## config.mk

```make
export PLATFORM = sky130hd
export DESIGN_NAME = srcp_port
export DESIGN_NICKNAME = d
export VERILOG_FILES = /design/src/logic/srcp_pkg.sv /design/src/logic/srcp_port.sv
export SDC_FILE = /design/constraint.sdc
export NUM_CORES = 1
export LEC_CHECK = 0
export BUFFER_PORTS_ARGS = -buffer_cell sky130_fd_sc_hd__buf_2
export CAP_MARGIN = 10
export CORE_ASPECT_RATIO = 1.25
export CORE_MARGIN = 2
export CORE_UTILIZATION = 47
export CTS_CLUSTER_SIZE = 10
export DETAILED_ROUTE_END_ITERATION = 8
export PLACE_DENSITY = 0.62
export RECOVER_POWER = 100
export SETUP_SLACK_MARGIN = 0.02
export SLEW_MARGIN = 40
export SYNTH_ARGS = -nofsm -noshare
export SYNTH_HDL_FRONTEND = slang
export SYNTH_SLANG_ARGS = --single-unit
```

## constraint.sdc

```tcl
create_clock -name clk_sys -period 3.8 [get_ports clk_sys]
set_input_delay 0.95 -clock clk_sys [delete_from_list [all_inputs] [get_ports clk_sys]]
set_output_delay 0.95 -clock clk_sys [all_outputs]
set_load 0.1 [all_outputs]
```

## src/logic/srcp_pkg.sv

```systemverilog
package srcp_pkg;
  // Clock rate and selectable line rates
  localparam int unsigned CLK_HZ = 125000000;
  localparam int unsigned BAUD_MIN = 9600;
  localparam int unsigned BAUD_MAX = 115200;
  localparam int unsigned DIV_MAX = CLK_HZ / BAUD_MIN;
  localparam int unsigned DIV_MIN = CLK_HZ / BAUD_MAX;
  localparam int DIV_W = 14;
  localparam logic [DIV_W-1:0] DIV_RST = 14'(CLK_HZ / BAUD_MIN);
  // Frame layout
  localparam int DATA_BITS = 8;
  localparam logic [3:0] LAST_BIT = 4'h7;
  // Handshake and terminator characters
  localparam logic [7:0] CH_REQ = 8'hAA;
  localparam logic [7:0] CH_GRANT = 8'hCC;
  localparam logic [7:0] CH_END = 8'h0A;
  // Command buffer
  localparam int CMD_DEPTH = 64;
  localparam int CMD_AW = 6;

  typedef struct packed {
    logic valid;
    logic [7:0] data;
  } srcp_byte_t;

  typedef enum {
    SRCP_WAIT_REQ,
    SRCP_SEND_GRANT,
    SRCP_COLLECT,
    SRCP_DELIVER
  } srcp_cmd_st_t;
endpackage

```

## src/logic/srcp_port.sv

```systemverilog
`timescale 1ns/1ps
// Notes on behaviour
// - Bit period set by baud divisor input, 9600 to 115200 baud range.
// - Frames are one start, eight data, no parity, one stop.
// - Request answered by grant 0xCC; host waits for it before the command.
// - Responses are sent straight away, no request or grant involved.
// - Every response string ends with a line feed, code 10.
module srcp_port (
  input wire logic clk_sys,
  input wire logic resetn,
  input wire logic [13:0] baud_div,
  input wire logic rxd,
  output logic txd,
  input wire logic [7:0] rsp_data,
  input wire logic rsp_valid,
  input wire logic rsp_last,
  output logic rsp_ready,
  output logic [7:0] cmd_data,
  output logic cmd_valid,
  output logic cmd_last,
  input wire logic cmd_ready,
  output logic cmd_overflow
);
  // Divisor clamped to the legal range so a bad setting cannot stall the line
  logic [13:0] div_w;
  assign div_w = (baud_div < 14'(srcp_pkg::DIV_MIN)) ? 14'(srcp_pkg::DIV_MIN) :
                 (baud_div > 14'(srcp_pkg::DIV_MAX)) ? 14'(srcp_pkg::DIV_MAX) : baud_div;

  // Three-stage synchroniser; only stages two and three are compared
  logic [2:0] rx_sync_r;
  logic rx_r;
  always_ff @(posedge clk_sys) begin
    if (!resetn) begin
      rx_sync_r <= 3'h7;
      rx_r <= 1'b1;
    end else begin
      rx_sync_r <= {rx_sync_r[1:0], rxd};
      if (rx_sync_r[1] == rx_sync_r[2]) rx_r <= rx_sync_r[2];
    end
  end

  // Receiver: half period to mid start bit, then full periods
  logic rx_busy_r;
  logic [13:0] rx_cnt_r;
  logic [3:0] rx_bit_r;
  logic [7:0] rx_sh_r;
  logic rx_stb_r;
  logic [7:0] rx_byte_r;
  logic rx_tick;
  assign rx_tick = (rx_cnt_r == 14'h0000);
  always_ff @(posedge clk_sys) begin
    if (!resetn) begin
      rx_busy_r <= 1'b0;
      rx_cnt_r <= 14'h0000;
      rx_bit_r <= 4'h0;
      rx_sh_r <= 8'h00;
      rx_stb_r <= 1'b0;
      rx_byte_r <= 8'h00;
    end else begin
      rx_stb_r <= 1'b0;
      if (!rx_busy_r) begin
        if (!rx_r) begin
          rx_busy_r <= 1'b1;
          rx_cnt_r <= {1'b0, div_w[13:1]};
          rx_bit_r <= 4'hF;
        end
      end else if (!rx_tick) begin
        rx_cnt_r <= rx_cnt_r - 14'h0001;
      end else begin
        rx_cnt_r <= div_w - 14'h0001;
        if (rx_bit_r == 4'hF) begin
          if (rx_r) rx_busy_r <= 1'b0; // False start rejected
          rx_bit_r <= 4'h0;
        end else if (rx_bit_r <= srcp_pkg::LAST_BIT) begin
          rx_sh_r <= {rx_r, rx_sh_r[7:1]};
          rx_bit_r <= rx_bit_r + 4'h1;
        end else begin
          rx_busy_r <= 1'b0;
          // Framing error drops the character
          if (rx_r) begin
            rx_stb_r <= 1'b1;
            rx_byte_r <= rx_sh_r;
          end
        end
      end
    end
  end

  // Command handshake and buffering
  srcp_pkg::srcp_cmd_st_t st_r;
  logic [7:0] buf_r [0:srcp_pkg::CMD_DEPTH-1];
  logic [5:0] wr_ptr_r, rd_ptr_r, end_ptr_r;
  logic grant_req_r, grant_taken, ovf_r, skid_full;
  logic req_seen;
  assign req_seen = (st_r == srcp_pkg::SRCP_WAIT_REQ) && rx_stb_r && (rx_byte_r == srcp_pkg::CH_REQ);
  logic [5:0] rd_nxt;
  assign rd_nxt = rd_ptr_r + 6'h01;
  logic push_ok;
  assign push_ok = (st_r == srcp_pkg::SRCP_COLLECT) && rx_stb_r;
  always_ff @(posedge clk_sys) begin
    if (push_ok) buf_r[wr_ptr_r] <= rx_byte_r;
  end
  logic cmd_pop;
  assign cmd_pop = (st_r == srcp_pkg::SRCP_DELIVER) && !skid_full;

  always_ff @(posedge clk_sys) begin
    if (!resetn) begin
      st_r <= srcp_pkg::SRCP_WAIT_REQ;
      wr_ptr_r <= 6'h00;
      rd_ptr_r <= 6'h00;
      end_ptr_r <= 6'h00;
      grant_req_r <= 1'b0;
      ovf_r <= 1'b0;
    end else begin
      case (st_r)
        srcp_pkg::SRCP_WAIT_REQ: begin
          // Anything but the request byte is ignored here
          if (req_seen) begin
            st_r <= srcp_pkg::SRCP_SEND_GRANT;
            grant_req_r <= 1'b1;
          end
        end
        srcp_pkg::SRCP_SEND_GRANT: begin
          if (grant_taken) begin
            grant_req_r <= 1'b0;
            st_r <= srcp_pkg::SRCP_COLLECT;
            wr_ptr_r <= 6'h00;
            ovf_r <= 1'b0;
          end
        end
        srcp_pkg::SRCP_COLLECT: begin
          if (rx_stb_r) begin
            if (rx_byte_r == srcp_pkg::CH_END) begin
              st_r <= srcp_pkg::SRCP_DELIVER;
              end_ptr_r <= wr_ptr_r;
              rd_ptr_r <= 6'h00;
            end else if (wr_ptr_r == 6'(srcp_pkg::CMD_DEPTH - 1)) begin
              ovf_r <= 1'b1; // Long strings are cut; the tail is lost
            end else begin
              wr_ptr_r <= wr_ptr_r + 6'h01;
            end
          end
        end
        srcp_pkg::SRCP_DELIVER: begin
          if (cmd_pop) begin
            rd_ptr_r <= rd_nxt;
            if (rd_ptr_r == end_ptr_r) st_r <= srcp_pkg::SRCP_WAIT_REQ;
          end
        end
        default: st_r <= srcp_pkg::SRCP_WAIT_REQ;
      endcase
    end
  end

  // Two-entry skid buffer toward the interpreter, so a stall loses no word
  srcp_pkg::srcp_byte_t sk0_r, sk1_r;
  logic sk_last0_r, sk_last1_r;
  assign skid_full = sk1_r.valid;
  logic pop_out;
  assign pop_out = sk0_r.valid && cmd_ready;
  logic [7:0] pop_byte;
  assign pop_byte = buf_r[rd_ptr_r];
  logic pop_last;
  assign pop_last = (rd_ptr_r == end_ptr_r);
  always_ff @(posedge clk_sys) begin
    if (!resetn) begin
      sk0_r <= '0;
      sk1_r <= '0;
      sk_last0_r <= 1'b0;
      sk_last1_r <= 1'b0;
    end else begin
      if (pop_out || !sk0_r.valid) begin
        if (sk1_r.valid) begin
          sk0_r <= sk1_r;
          sk_last0_r <= sk_last1_r;
          sk1_r.valid <= cmd_pop;
          sk1_r.data <= pop_byte;
          sk_last1_r <= pop_last;
        end else begin
          sk0_r.valid <= cmd_pop;
          sk0_r.data <= pop_byte;
          sk_last0_r <= pop_last;
        end
      end else if (cmd_pop) begin
        sk1_r.valid <= 1'b1;
        sk1_r.data <= pop_byte;
        sk_last1_r <= pop_last;
      end
    end
  end

  // Transmitter: grant has priority, responses are sent with no handshake
  logic tx_busy_r;
  logic [13:0] tx_cnt_r;
  logic [3:0] tx_bit_r;
  logic [9:0] tx_sh_r;
  logic lf_pend_r;
  logic rsp_rdy_r;
  logic tx_idle;
  assign tx_idle = !tx_busy_r;
  assign grant_taken = tx_idle && grant_req_r;
  logic rsp_take;
  assign rsp_take = tx_idle && !grant_req_r && !lf_pend_r && rsp_valid && rsp_rdy_r;
  logic lf_take;
  assign lf_take = tx_idle && !grant_req_r && lf_pend_r;
  logic [7:0] tx_load;
  assign tx_load = grant_req_r ? srcp_pkg::CH_GRANT : lf_pend_r ? srcp_pkg::CH_END : rsp_data;
  always_ff @(posedge clk_sys) begin
    if (!resetn) begin
      tx_busy_r <= 1'b0;
      tx_cnt_r <= 14'h0000;
      tx_bit_r <= 4'h0;
      tx_sh_r <= 10'h3FF;
      lf_pend_r <= 1'b0;
      rsp_rdy_r <= 1'b0;
      txd <= 1'b1;
    end else begin
      txd <= tx_sh_r[0];
      // A request seen now claims the line next, so ready must not promise a slot
      rsp_rdy_r <= !tx_busy_r && !grant_req_r && !lf_pend_r && !rsp_take && !req_seen;
      if (rsp_take) lf_pend_r <= rsp_last;
      else if (lf_take) lf_pend_r <= 1'b0;
      if (grant_taken || rsp_take || lf_take) begin
        tx_busy_r <= 1'b1;
        tx_sh_r <= {1'b1, tx_load, 1'b0};
        tx_cnt_r <= div_w - 14'h0001;
        tx_bit_r <= 4'h0;
      end else if (tx_busy_r) begin
        if (tx_cnt_r != 14'h0000) begin
          tx_cnt_r <= tx_cnt_r - 14'h0001;
        end else begin
          tx_cnt_r <= div_w - 14'h0001;
          tx_sh_r <= {1'b1, tx_sh_r[9:1]};
          tx_bit_r <= tx_bit_r + 4'h1;
          if (tx_bit_r == 4'(srcp_pkg::DATA_BITS + 1)) tx_busy_r <= 1'b0;
        end
      end
    end
  end

  // Outputs are flops of the stages above
  assign rsp_ready = rsp_rdy_r;
  assign cmd_data = sk0_r.data;
  assign cmd_valid = sk0_r.valid;
  assign cmd_last = sk_last0_r;
  assign cmd_overflow = ovf_r;

  property p_grant_after_req;
    @(posedge clk_sys) disable iff (!resetn)
      (req_seen && tx_idle && !rsp_take && !lf_take) |=> grant_taken && tx_load == srcp_pkg::CH_GRANT;
  endproperty
  a_grant_after_req: assert property (p_grant_after_req) else $error("grant not sent after request");
  property p_end_delivers;
    @(posedge clk_sys) disable iff (!resetn)
      (st_r == srcp_pkg::SRCP_COLLECT && rx_stb_r && rx_byte_r == srcp_pkg::CH_END)
      |=> st_r == srcp_pkg::SRCP_DELIVER;
  endproperty
  a_end_delivers: assert property (p_end_delivers) else $error("end byte did not start delivery");
  property p_no_collect_before_grant;
    @(posedge clk_sys) disable iff (!resetn)
      (st_r == srcp_pkg::SRCP_WAIT_REQ && rx_stb_r && rx_byte_r != srcp_pkg::CH_REQ)
      |=> st_r == srcp_pkg::SRCP_WAIT_REQ && !grant_req_r;
  endproperty
  a_no_collect_before_grant: assert property (p_no_collect_before_grant) else $error("byte stored before grant");
  property p_lf_after_last;
    @(posedge clk_sys) disable iff (!resetn)
      (rsp_take && rsp_last) |=> lf_pend_r;
  endproperty
  a_lf_after_last: assert property (p_lf_after_last) else $error("terminator not queued");
  property p_start_bit;
    @(posedge clk_sys) disable iff (!resetn)
      (tx_idle && (grant_taken || rsp_take || lf_take)) |=> ##1 !txd;
  endproperty
  a_start_bit: assert property (p_start_bit) else $error("start bit missing");
  property p_direct_send;
    @(posedge clk_sys) disable iff (!resetn)
      (rsp_valid && rsp_ready) |-> rsp_take ##1 tx_busy_r;
  endproperty
  a_direct_send: assert property (p_direct_send) else $error("response not sent at once");
  property p_div_range;
    @(posedge clk_sys) disable iff (!resetn)
      div_w >= 14'(srcp_pkg::DIV_MIN) && div_w <= 14'(srcp_pkg::DIV_MAX);
  endproperty
  a_div_range: assert property (p_div_range) else $error("divisor out of range");
  property p_deliver_ends;
    @(posedge clk_sys) disable iff (!resetn)
      (cmd_pop && rd_ptr_r == end_ptr_r) |=> st_r == srcp_pkg::SRCP_WAIT_REQ;
  endproperty
  a_deliver_ends: assert property (p_deliver_ends) else $error("no return to request wait");
  property p_idle_high;
    @(posedge clk_sys) disable iff (!resetn)
      (tx_idle && $past(tx_idle) && $past(tx_idle, 2)) |-> txd;
  endproperty
  a_idle_high: assert property (p_idle_high) else $error("line not idle high");
endmodule

```

==> results.rst, run 1 <==
.. list-table::
   :header-rows: 1

   * - Metric
     - Value
   * - Worst min-delay path startpoint
     - rx_sync_r[0]
   * - Final critical-path required period
     - 3.390 ns
   * - Placeable Area
     - 53,960 µm²
   * - Count of boundary I/O pins
     - 41
   * - Height of the die
     - 265.8 µm
   * - Cells along the critical path
     - clkbuf_2 > mux4_2 > a22oi_1 > a21oi_1 > nor4_1 > clkbuf_1 > o21ai_0 > o211a_1
   * - Class of the tightest hold or removal check
     - register to register
   * - Mean instance size in the synthesized netlist
     - 15.38 µm²
   * - Library cell occupying the most area in the post-synthesis netlist
     - sky130_fd_sc_hd__edfxtp_1
   * - Number of sinks driven by the clock tree
     - 631
   * - Wire length of the first global-routing pass
     - 93.49 mm
   * - Top FF cell, synth
     - sky130_fd_sc_hd__edfxtp_1
   * - Routed vias
     - 15,200
   * - Synthesis-stage register bit count
     - 631
   * - Number of distinct library cells after synthesis
     - 70
   * - Arr. time, crit path
     - 3.88 ns
   * - Fraction of post-synthesis cell area in the top cell type by area
     - 0.5966
   * - Pin count of the biggest net entering global routing
     - 67
   * - Final period utilization
     - 0.8921
   * - Post-placement setup slack
     - -0.02701 ns
   * - CTS Buffer Depth
     - 3
   * - Routed wire length per instance
     - 24.38 µm
   * - Max-slew violation count
     - 174
   * - Via count of the first global-routing pass
     - 15,260
   * - Cts-stage hold buffer count
     - 0
   * - Global router's overall resource usage
     - 0.2235
   * - Post-Synthesis Net Count
     - 1,717
   * - Worst setup slack after layout
     - 0.4102 ns
   * - Diodes inserted
     - 0
   * - Most instantiated library cell after synthesis
     - sky130_fd_sc_hd__edfxtp_1
   * - Die width
     - 213.4 µm
   * - Number of buffer cells added on primary ports
     - 40
   * - Total power
     - 15.25 mW
   * - Filler cell count in the final layout
     - 4,398
   * - Area contributors post-synth
     - sky130_fd_sc_hd__edfxtp_1 (60%), sky130_fd_sc_hd__mux4_2 (11%), sky130_fd_sc_hd__dfxtp_1 (9.2%)
   * - Area of the multi-input gates
     - 7575 µm²
   * - Die area
     - 56,730 µm²
   * - Post-route DRC
     - 0
   * - Critical path start-end classification
     - register to register
   * - Highest ir drop seen on vdd
     - 0.5343 mV
   * - Power Dens Cells
     - 523.8 nW/µm²
   * - Number of search-and-repair iterations in the first detailed-routing pass
     - 8
   * - Fmax achieved
     - 295.0 MHz
   * - Gate Count Post-Synth
     - 1,676
   * - Largest delay share family, worst path
     - flip-flops
   * - Setup violations, final
     - 0
   * - Total of cells resized after clock tree synthesis
     - 0
   * - Layout Area Growth over Synthesis
     - 12.93%
   * - Initial antenna violation count
     - 0
   * - DRC violation total after the first TritonRoute iteration
     - 1,368
   * - Static Leakage
     - 9.356 nW
   * - CTS Root Buffer Type
     - sky130_fd_sc_hd__clkbuf_16
   * - Starting density of the core
     - 0.4776
   * - Largest stage delay, worst path
     - 0.85 ns
   * - Post-synthesis sequential area ratio
     - 0.6890
   * - Number of enable-type register cells in the synthesized netlist
     - 512
   * - Failing checks
     - max-capacitance violations, max-slew violations
   * - Vias/cell
     - 6.004
   * - Crit path launch type
     - register
   * - Unrepaired setup endpoints after global routing
     - false
   * - Type of destination of the critical path
     - register
   * - Nets
     - 1,819
   * - Buffer count from post-CTS setup fixing
     - 0
   * - Outcome
     - finished, violations left
   * - Antenna Violating Nets Remaining
     - 0
   * - Clock insertion delay at the later pin of the skew report
     - 0.60 ns
   * - Layout cell share with drive strength beyond 1
     - 0.1734
   * - Number of failing hold endpoints at the final stage
     - 0
   * - Crit path max-delay cell type
     - sky130_fd_sc_hd__dfxtp_2
   * - Placer Congestion
     - 0.9045
   * - Most frequent cells after synthesis
     - sky130_fd_sc_hd__edfxtp_1 (512), sky130_fd_sc_hd__nor2_1 (148), sky130_fd_sc_hd__mux4_2 (128), sky130_fd_sc_hd__dfxtp_1 (119), sky130_fd_sc_hd__a21oi_1 (106)
   * - Remaining Overflow, GRT
     - 0
   * - Count of yosys warnings during synthesis
     - 0
   * - Clock transition at the registers of the reported paths
     - 0.05 ns
   * - Worst rel slew slack
     - -1.033
   * - Max cap viols
     - 3
   * - Total standard cell area after synthesis
     - 25,770 µm²
   * - Slew at the pin closest to its max-slew limit
     - 3.049 ns
   * - Sequential Area
     - 17,760 µm²
   * - Share of synthesized flip-flops with an asynchronous set or reset
     - 0
   * - Req. time, crit path
     - 4.29 ns
   * - HPWL after DPL
     - 39.57 mm
   * - Clock Skew
     - 0.02144 ns
   * - Htree depth
     - 3
   * - Max FO, Critical Path
     - 18
   * - TritonCTS clock tree
     - yes
   * - Row cnt
     - 95
   * - Number of buffers created by CTS
     - 73
   * - WP buf/inv
     - 2
   * - Total wire length
     - 61.74 mm
==> sequential cells by signal (all words and copies together), names as in the netlist, 6 cells and up, named ones only <==
name / flops
rx_sh_r: 8
rx_byte_r: 8
rd_ptr_r: 6
sk1_r: 8
end_ptr_r: 6
buf_r: 512
wr_ptr_r: 6
tx_cnt_r: 14
rx_cnt_r: 14
tx_sh_r: 9
cmd_data: 8
==> cells in the final DEF (no fill, tap or decap), drive strengths merged, types with 60 or more instances in the layout <==
cell,synthesis,final
edfxtp,512,512
clkbuf,72,153
nor2,148,148
mux4,128,128
dfxtp,119,119
a21oi,106,106
nand2,92,92
a22oi,70,70
buf,27,70
o21ai,60,60
==> power by group <==
group          internal (mW)  switching (mW)
Combinational          0.515           0.912
Sequential              7.51           0.137
Clock                   3.63            2.54
==> stage by stage <==
stage	setup TNS (ns)	area, µm²	cells	util	hold WS (ns)
2_1_floorplan	0	25810	1676	-	0.3863
3_3_place_gp	0	27270	2430	0.5053	0.4020
3_5_place_dp	-0.02701	27270	2430	0.5053	0.4031
4_1_cts	0	29300	2532	0.5430	0.4173
5_1_grt	0	29100	2532	0.5393	0.4390
6_report	0	29100	2532	0.5393	0.4139
==> final cells by class <==
class	instances	share of cell area
Clock buffer	97	0.06878
Clock inverter	5	0.001075
Inverter	17	0.002193
Multi-Input combinational cell	929	0.2603
Sequential cell	631	0.6103
Tap cell	727	0.03125
Timing Repair Buffer	126	0.02610
==> final timing paths <==
check            endpoint  slack, ns  cells after the start
min          rx_sync_r[1]       0.41                      1
max reg2reg   cmd_data[7]       0.41                      8
max           cmd_data[7]       0.41                      8
min reg2reg  rx_sync_r[1]       0.41                      1
==> metal layers <==
metal  part of all wire  track usage  vias up
met4              0.042       0.1006        0
met3              0.059      0.02947      133
li1                   -            -     6798
met1               0.39       0.2855     7698
met5                  0            0        -
met2               0.51       0.3811      574
==> cells by family after synthesis <==
group / after synthesis / synth area share
buffers and inverters: 116 / 0.01777
xor gates and xnor gates: 27 / 0.009176
and+or+nand+nor: 433 / 0.08258
AOI/OAI and AO/OA: 312 / 0.07700
DFF: 631 / 0.6890
muxes: 144 / 0.1182
adders and majority gates: 13 / 0.006311
(Power assumes the default switching activity.)
==> run 2: changes to the inputs <==
--- a/config.mk
+++ b/config.mk
@@ -12,7 +12,7 @@
 export CORE_UTILIZATION = 47
 export CTS_CLUSTER_SIZE = 10
 export DETAILED_ROUTE_END_ITERATION = 8
-export PLACE_DENSITY = 0.62
+export PLACE_DENSITY = 0.61
 export RECOVER_POWER = 100
 export SETUP_SLACK_MARGIN = 0.02
 export SLEW_MARGIN = 40
==> results.rst, run 2 (synthesis results as in run 1) <==
.. list-table::
   :header-rows: 1

   * - Metric
     - Value
   * - Final period utilization
     - 0.8951 (was 0.8921)
   * - Registers with the highest flip-flop counts
     - buf_r: 512 flops, rx_cnt_r: 14 flops, tx_cnt_r: 14 flops (unchanged)
   * - Unrepaired setup endpoints after global routing
     - false (unchanged)
   * - HPWL after DPL
     - 40.13 mm (was 39.57 mm)
   * - Outcome
     - finished, violations left (unchanged)
   * - Buffer count from post-CTS setup fixing
     - 0 (unchanged)
   * - Req. time, crit path
     - 4.28 ns (was 4.29 ns)
   * - Number of sinks driven by the clock tree
     - 631 (unchanged)
   * - Cts-stage hold buffer count
     - 0 (unchanged)
   * - Largest delay share family, worst path
     - buffers and inverters (was flip-flops)
   * - WP buf/inv
     - 2 (unchanged)
   * - Flip-flop count of the largest register, all copies and words added
     - 512 (unchanged)
   * - Initial antenna violation count
     - 0 (unchanged)
   * - Most frequent cells in the layout
     - sky130_fd_sc_hd__edfxtp_1 (512), sky130_fd_sc_hd__nor2_1 (146), sky130_fd_sc_hd__mux4_2 (128) (unchanged)
   * - Arr. time, crit path
     - 3.88 ns (about the same)
   * - Largest stage delay, worst path
     - 0.71 ns (was 0.85 ns)
   * - CTS Root Buffer Type
     - sky130_fd_sc_hd__clkbuf_16 (unchanged)
   * - DRC violation total after the first TritonRoute iteration
     - 1,307 (was 1,368)
   * - Number of buffers created by CTS
     - 73 (unchanged)
   * - Number of search-and-repair iterations in the first detailed-routing pass
     - 6 (was 8)
   * - Slew at the pin closest to its max-slew limit
     - 3.105 ns (was 3.049 ns)
   * - Worst setup path endpoint
     - cmd_data[7] (unchanged)
   * - Type of destination of the critical path
     - register (unchanged)
   * - Cells along the critical path
     - clkbuf_4 > mux4_2 > a22oi_1 > a21oi_1 > nor4_1 > clkbuf_1 > o21ai_0 > o211a_1 (was clkbuf_2 > mux4_2 > a22oi_1 > a21oi_1 > nor4_1 > clkbuf_1 > o21ai_0 > o211a_1)
   * - Fmax achieved
     - 294.0 MHz (was 295.0 MHz)
   * - CTS Buffer Depth
     - 3 (unchanged)
   * - Worst rel slew slack
     - -1.070 (was -1.033)
   * - Row cnt
     - 95 (unchanged)
   * - Static Leakage
     - 9.341 nW (was 9.356 nW)
   * - Final critical-path required period
     - 3.401 ns (was 3.390 ns)
   * - Highest ir drop seen on vdd
     - 0.3811 mV (was 0.5343 mV)
   * - Sum of negative setup slack
     - 0 ns (unchanged)
   * - Crit path depth
     - 8 (unchanged)
   * - Htree depth
     - 3 (unchanged)
   * - Max FO, Critical Path
     - 36 (was 18)
   * - Via count of the first global-routing pass
     - 15,510 (was 15,260)
   * - Pin count of the biggest net entering global routing
     - 67 (unchanged)
   * - Height of the die
     - 265.8 µm (unchanged)
   * - Setup violations, final
     - 0 (unchanged)
   * - Post-route insts no fill
     - 2,524 (was 2,532)
   * - Clock Skew
     - 0.02349 ns (was 0.02144 ns)
   * - Crit path max-delay cell type
     - sky130_fd_sc_hd__clkbuf_4 (was sky130_fd_sc_hd__dfxtp_2)
   * - Number of buffer cells added on primary ports
     - 40 (unchanged)
   * - Filler cell count in the final layout
     - 4,411 (was 4,398)
   * - TritonCTS clock tree
     - yes (unchanged)
   * - Worst hold stages
     - 1 (unchanged)
   * - Routed wire length per instance
     - 24.66 µm (was 24.38 µm)
   * - Layout Area Growth over Synthesis
     - 12.93% (about the same)
   * - Total of cells resized after clock tree synthesis
     - 0 (unchanged)
   * - Critical path start-end classification
     - register to register (unchanged)
   * - Clock transition at the registers of the reported paths
     - 0.06 ns (was 0.05 ns)
   * - Max-slew violation count
     - 429 (was 174)
   * - Commonest non-fill, non-tap cell in the layout
     - sky130_fd_sc_hd__edfxtp_1 (unchanged)
   * - Failing checks
     - max-capacitance violations, max-slew violations (unchanged)
   * - FF-to-FF End
     - cmd_data[7] (unchanged)
   * - Nets
     - 1,811 (was 1,819)
   * - Placeable Area
     - 53,960 µm² (unchanged)
   * - Starting density of the core
     - 0.4776 (unchanged)
   * - Vias/cell
     - 6.021 (was 6.004)
   * - Number of failing hold endpoints at the final stage
     - 0 (unchanged)
   * - Die width
     - 213.4 µm (unchanged)
   * - Count of boundary I/O pins
     - 41 (unchanged)
   * - Wire length of the first global-routing pass
     - 95.00 mm (was 93.49 mm)
   * - Max cap viols
     - 8 (was 3)
   * - Total wire length
     - 62.25 mm (was 61.74 mm)
   * - Clock insertion delay at the later pin of the skew report
     - 0.60 ns (about the same)
   * - Register with the most flip-flops
     - buf_r (unchanged)
   * - Routed vias
     - 15,200 (about the same)
   * - Post-route DRC
     - 0 (unchanged)
   * - Power Dens Cells
     - 526.2 nW/µm² (was 523.8 nW/µm²)
   * - Register-to-register setup slack
     - 0.40 ns (was 0.41 ns)
   * - Placer Congestion
     - 0.8988 (was 0.9045)
   * - Global router's overall resource usage
     - 0.2255 (was 0.2235)
   * - Diodes inserted
     - 0 (unchanged)
   * - Die area
     - 56,730 µm² (unchanged)
   * - Crit path launch type
     - register (unchanged)
   * - Number of cells in the design after placement
     - 2,422 (was 2,430)
   * - Antenna Violating Nets Remaining
     - 0 (unchanged)
   * - Depth of the most critical reg-to-reg path
     - 8 (unchanged)
   * - Remaining Overflow, GRT
     - 0 (unchanged)
   * - Class of the tightest hold or removal check
     - register to register (unchanged)
   * - Layout cell share with drive strength beyond 1
     - 0.1742 (was 0.1734)
run 2: cell types whose count changed in the layout (fill, tap and decap cells not counted), sizes merged:
cell	previous run	this run
clkinv	3	6
clkbuf	153	145
buf	70	68
inv	19	18
run 2: area by class of cell:
class,instances,area [µm²],area share
sequential,631,17770,0.6104
multi-input combinational,929,7581,0.2605
clock buffer,95,1973,0.06779
tap,727,909.6,0.03125
timing repair buffer,118,726.9,0.02498
clock inverter,7,85.08,0.002923
inverter,17,63.81,0.002192
run 2: report_power, final:
group	switching, mW	internal, mW	total (mW)
Combinational	0.928	0.541	1.47
Sequential	0.146	7.51	7.65
Clock	2.58	3.61	6.19
run 2: how the worst min path moves through the flow:
stage                         endpoint  slack (ns)         start
final                     rx_sync_r[1]        0.45  rx_sync_r[0]
after global placement        sk1_r[7]        0.43      sk1_r[7]
after detailed placement  rx_sync_r[1]        0.44  rx_sync_r[0]
after CTS                   rx_sh_r[0]        0.46    rx_sh_r[0]
after floorplan           rx_sync_r[1]        0.39  rx_sync_r[0]
after global routing      rx_sync_r[1]        0.48  rx_sync_r[0]
run 2: per-layer routing:
| metal | vias up | GRT usage | routed length, µm |
|---|---|---|---|
| met3 | 123 | 0.03182 | 3061 |
| met4 | 0 | 0.09929 | 2587 |
| met2 | 469 | 0.3807 | 31620 |
| met5 | - | 0 | 0 |
| li1 | 6783 | - | - |
| met1 | 7823 | 0.2910 | 24980 |
run 2: through the flow:
step,power [mW],cell area [µm²],hold WS [ns],setup WS [ns],util
after floorplan,8.808,25810,0.3863,0.03804,-
after global placement,9.210,27220,0.4348,0.05727,0.5044
after detailed placement,9.242,27230,0.4436,0.02452,0.5047
after CTS,15.39,29290,0.4558,0.6188,0.5428
after global routing,15.83,29110,0.4807,0.2016,0.5393
final,15.31,29110,0.4532,0.3987,0.5393
==> run 3: changes to the inputs <==
--- a/config.mk
+++ b/config.mk
@@ -8,7 +8,7 @@
 export BUFFER_PORTS_ARGS = -buffer_cell sky130_fd_sc_hd__buf_2
 export CAP_MARGIN = 10
 export CORE_ASPECT_RATIO = 1.25
-export CORE_MARGIN = 2
+export CORE_MARGIN = 5
 export CORE_UTILIZATION = 47
 export CTS_CLUSTER_SIZE = 10
 export DETAILED_ROUTE_END_ITERATION = 8
==> results.rst, run 3 (synthesis results as in run 1) <==
.. list-table::
   :header-rows: 1

   * - Metric
     - Value
   * - Outcome
     - finished, violations left (unchanged)
   * - Failing checks
     - max-capacitance violations, max-slew violations (unchanged)
   * - Clock insertion delay at the later pin of the skew report
     - 0.60 ns (about the same)
   * - Starting density of the core
     - 0.4716 (was 0.4776)
   * - Initial antenna violation count
     - 1 (was 0)
   * - Type of destination of the critical path
     - register (unchanged)
   * - Class of the tightest hold or removal check
     - register to register (unchanged)
   * - Final Core Density
     - 0.5313 (was 0.5393)
   * - Number of search-and-repair iterations in the first detailed-routing pass
     - 5 (was 6)
   * - Slew at the pin closest to its max-slew limit
     - 2.462 ns (was 3.105 ns)
   * - Htree depth
     - 3 (unchanged)
   * - Die width
     - 219.4 µm (was 213.4 µm)
   * - Relative contribution of sequential cells to total power
     - 0.502 (was 0.500)
   * - Highest ir drop seen on vdd
     - 0.4787 mV (was 0.3811 mV)
   * - Layout cell share with drive strength beyond 1
     - 0.1699 (was 0.1742)
   * - Registers with the highest flip-flop counts
     - buf_r: 512 flops, rx_cnt_r: 14 flops, tx_cnt_r: 14 flops (unchanged)
   * - Register with the most flip-flops
     - buf_r (unchanged)
   * - Clock transition at the registers of the reported paths
     - 0.06 ns (about the same)
   * - Most frequent cells in the layout
     - sky130_fd_sc_hd__edfxtp_1 (512), sky130_fd_sc_hd__nor2_1 (146), sky130_fd_sc_hd__mux4_2 (128) (unchanged)
   * - Global router's overall resource usage
     - 0.2156 (was 0.2255)
   * - Crit path launch type
     - register (unchanged)
   * - Placer Congestion
     - 0.8911 (was 0.8988)
   * - Flip-flop count of the largest register, all copies and words added
     - 512 (unchanged)
   * - Pin count of the biggest net entering global routing
     - 67 (unchanged)
   * - Die area
     - 59,650 µm² (was 56,730 µm²)
   * - Count of boundary I/O pins
     - 41 (unchanged)
   * - Critical path start-end classification
     - register to register (unchanged)
   * - Final critical-path required period
     - 3.330 ns (was 3.401 ns)
   * - Arr. time, crit path
     - 3.86 ns (was 3.88 ns)
   * - TritonCTS clock tree
     - yes (unchanged)
   * - Worst rel slew slack
     - -0.6413 (was -1.070)
   * - Number of failing hold endpoints at the final stage
     - 0 (unchanged)
   * - Unrepaired setup endpoints after global routing
     - false (unchanged)
   * - Number of sinks driven by the clock tree
     - 631 (unchanged)
   * - Commonest non-fill, non-tap cell in the layout
     - sky130_fd_sc_hd__edfxtp_1 (unchanged)
   * - Row cnt
     - 96 (was 95)
   * - Placeable Area
     - 54,650 µm² (was 53,960 µm²)
   * - Buffer count from post-CTS setup fixing
     - 0 (unchanged)
   * - Clock Skew
     - 0.01964 ns (was 0.02349 ns)
   * - DRC violation total after the first TritonRoute iteration
     - 1,132 (was 1,307)
   * - Diodes inserted
     - 0 (unchanged)
   * - Vias/cell
     - 6.006 (was 6.021)
   * - Req. time, crit path
     - 4.33 ns (was 4.28 ns)
   * - Setup violations, final
     - 0 (unchanged)
   * - Internal Power
     - 11.59 mW (was 11.66 mW)
   * - Layout Area Growth over Synthesis
     - 12.68% (was 12.93%)
   * - HPWL after DPL
     - 40.88 mm (was 40.13 mm)
   * - Final period utilization
     - 0.8764 (was 0.8951)
   * - Routed wire length per instance
     - 25.24 µm (was 24.66 µm)
   * - CTS Buffer Depth
     - 3 (unchanged)
   * - Number of buffer cells added on primary ports
     - 40 (unchanged)
   * - Antenna Violating Nets Remaining
     - 0 (unchanged)
   * - Max cap viols
     - 7 (was 8)
   * - Nets
     - 1,813 (was 1,811)
   * - Area of all placed cells without fillers
     - 29,040 µm² (was 29,110 µm²)
   * - Power Dens Cells
     - 525.7 nW/µm² (was 526.2 nW/µm²)
   * - Height of the die
     - 271.8 µm (was 265.8 µm)
   * - Fmax achieved
     - 300.3 MHz (was 294.0 MHz)
   * - Power spent charging and discharging nets
     - 3.678 mW (was 3.656 mW)
   * - Total wire length
     - 64.02 mm (was 62.25 mm)
   * - Proportion of power drawn by combinational gates
     - 0.097 (was 0.096)
   * - Proportion of power drawn by the clock network
     - 0.401 (was 0.404)
   * - Via count of the first global-routing pass
     - 15,500 (was 15,510)
   * - Max-slew violation count
     - 404 (was 429)
   * - Static Leakage
     - 9.307 nW (was 9.341 nW)
   * - Worst hold-check slack
     - 0.4118 ns (was 0.4532 ns)
   * - Post-route DRC
     - 0 (unchanged)
   * - Cell Area, Placed
     - 27,250 µm² (was 27,230 µm²)
   * - Sw frac
     - 0.2409 (was 0.2387)
   * - Number of buffers created by CTS
     - 73 (unchanged)
   * - CTS Root Buffer Type
     - sky130_fd_sc_hd__clkbuf_16 (unchanged)
   * - Wire length of the first global-routing pass
     - 96.66 mm (was 95.00 mm)
   * - Routed vias
     - 15,230 (was 15,200)
   * - Filler cell count in the final layout
     - 4,464 (was 4,411)
   * - Max FO, Critical Path
     - 9 (was 36)
   * - Total of cells resized after clock tree synthesis
     - 0 (unchanged)
   * - Remaining Overflow, GRT
     - 0 (unchanged)
   * - Cts-stage hold buffer count
     - 0 (unchanged)
==> run 3: critical path, stage by stage (launching register included) <==
cell	delay [ns]
sky130_fd_sc_hd__dfxtp_1	0.35
sky130_fd_sc_hd__or4_1	0.68
sky130_fd_sc_hd__or4_1	0.49
sky130_fd_sc_hd__nor4_1	0.80
sky130_fd_sc_hd__nand2_1	0.46
sky130_fd_sc_hd__or2_0	0.32
sky130_fd_sc_hd__a31oi_1	0.16
==> run 3: power groups by stage <==
| stage | Sequential, mW | Combinational (mW) | Clock (mW) |
|---|---|---|---|
| 6_report | 7.66 | 1.48 | 6.12 |
| 5_1_grt | 7.67 | 1.63 | 6.54 |
| 4_1_cts | 7.66 | 1.49 | 6.23 |
| 3_5_place_dp | 7.80 | 1.48 | 0 |
| 3_3_place_gp | 7.79 | 1.45 | 0 |
| 2_1_floorplan | 7.80 | 1.01 | 0 |
==> run 3: metrics by stage <==
| stage | power, mW | setup TNS (ns) | cells | worst slack (ns) |
|---|---|---|---|---|
| floorplan | 8.808 | 0 | 1676 | 0.03804 |
| global placement | 9.243 | 0 | 2432 | 0.02122 |
| detailed placement | 9.278 | -0.003240 | 2432 | -0.003240 |
| CTS | 15.37 | 0 | 2536 | 0.5775 |
| global route | 15.84 | 0 | 2536 | 0.3535 |
| finish | 15.26 | 0 | 2536 | 0.4697 |
==> run 3: worst paths after layout <==
kind	start	endpoint	slack (ns)	cells past startpoint
worst max-delay path	rx_cnt_r[2]	rx_bit_r[0]	0.47	6
worst min-delay path	rx_sync_r[0]	rx_sync_r[1]	0.41	1
worst max register to register	rx_cnt_r[2]	rx_bit_r[0]	0.47	6
worst min register to register	rx_sync_r[0]	rx_sync_r[1]	0.41	1
==> run 3: cell type report <==
type | instances | area, µm² | share of cell area
multi-input combinational | 929 | 7567 | 0.2606
timing repair buffer | 120 | 721.9 | 0.02486
clock inverter | 5 | 33.78 | 0.001163
clock buffer | 99 | 1967 | 0.06773
sequential | 631 | 17770 | 0.6118
tap | 735 | 919.6 | 0.03167
inverter | 17 | 63.81 | 0.002197
==> run 3: routing by layer <==
layer  routed length, µm  vias up  GRT usage
met5                   0        -          0
met2               33930      530     0.3790
met3                3661      103    0.03358
met4                2032        0    0.07654
met1               24390     7808     0.2710
li1                    -     6789          -
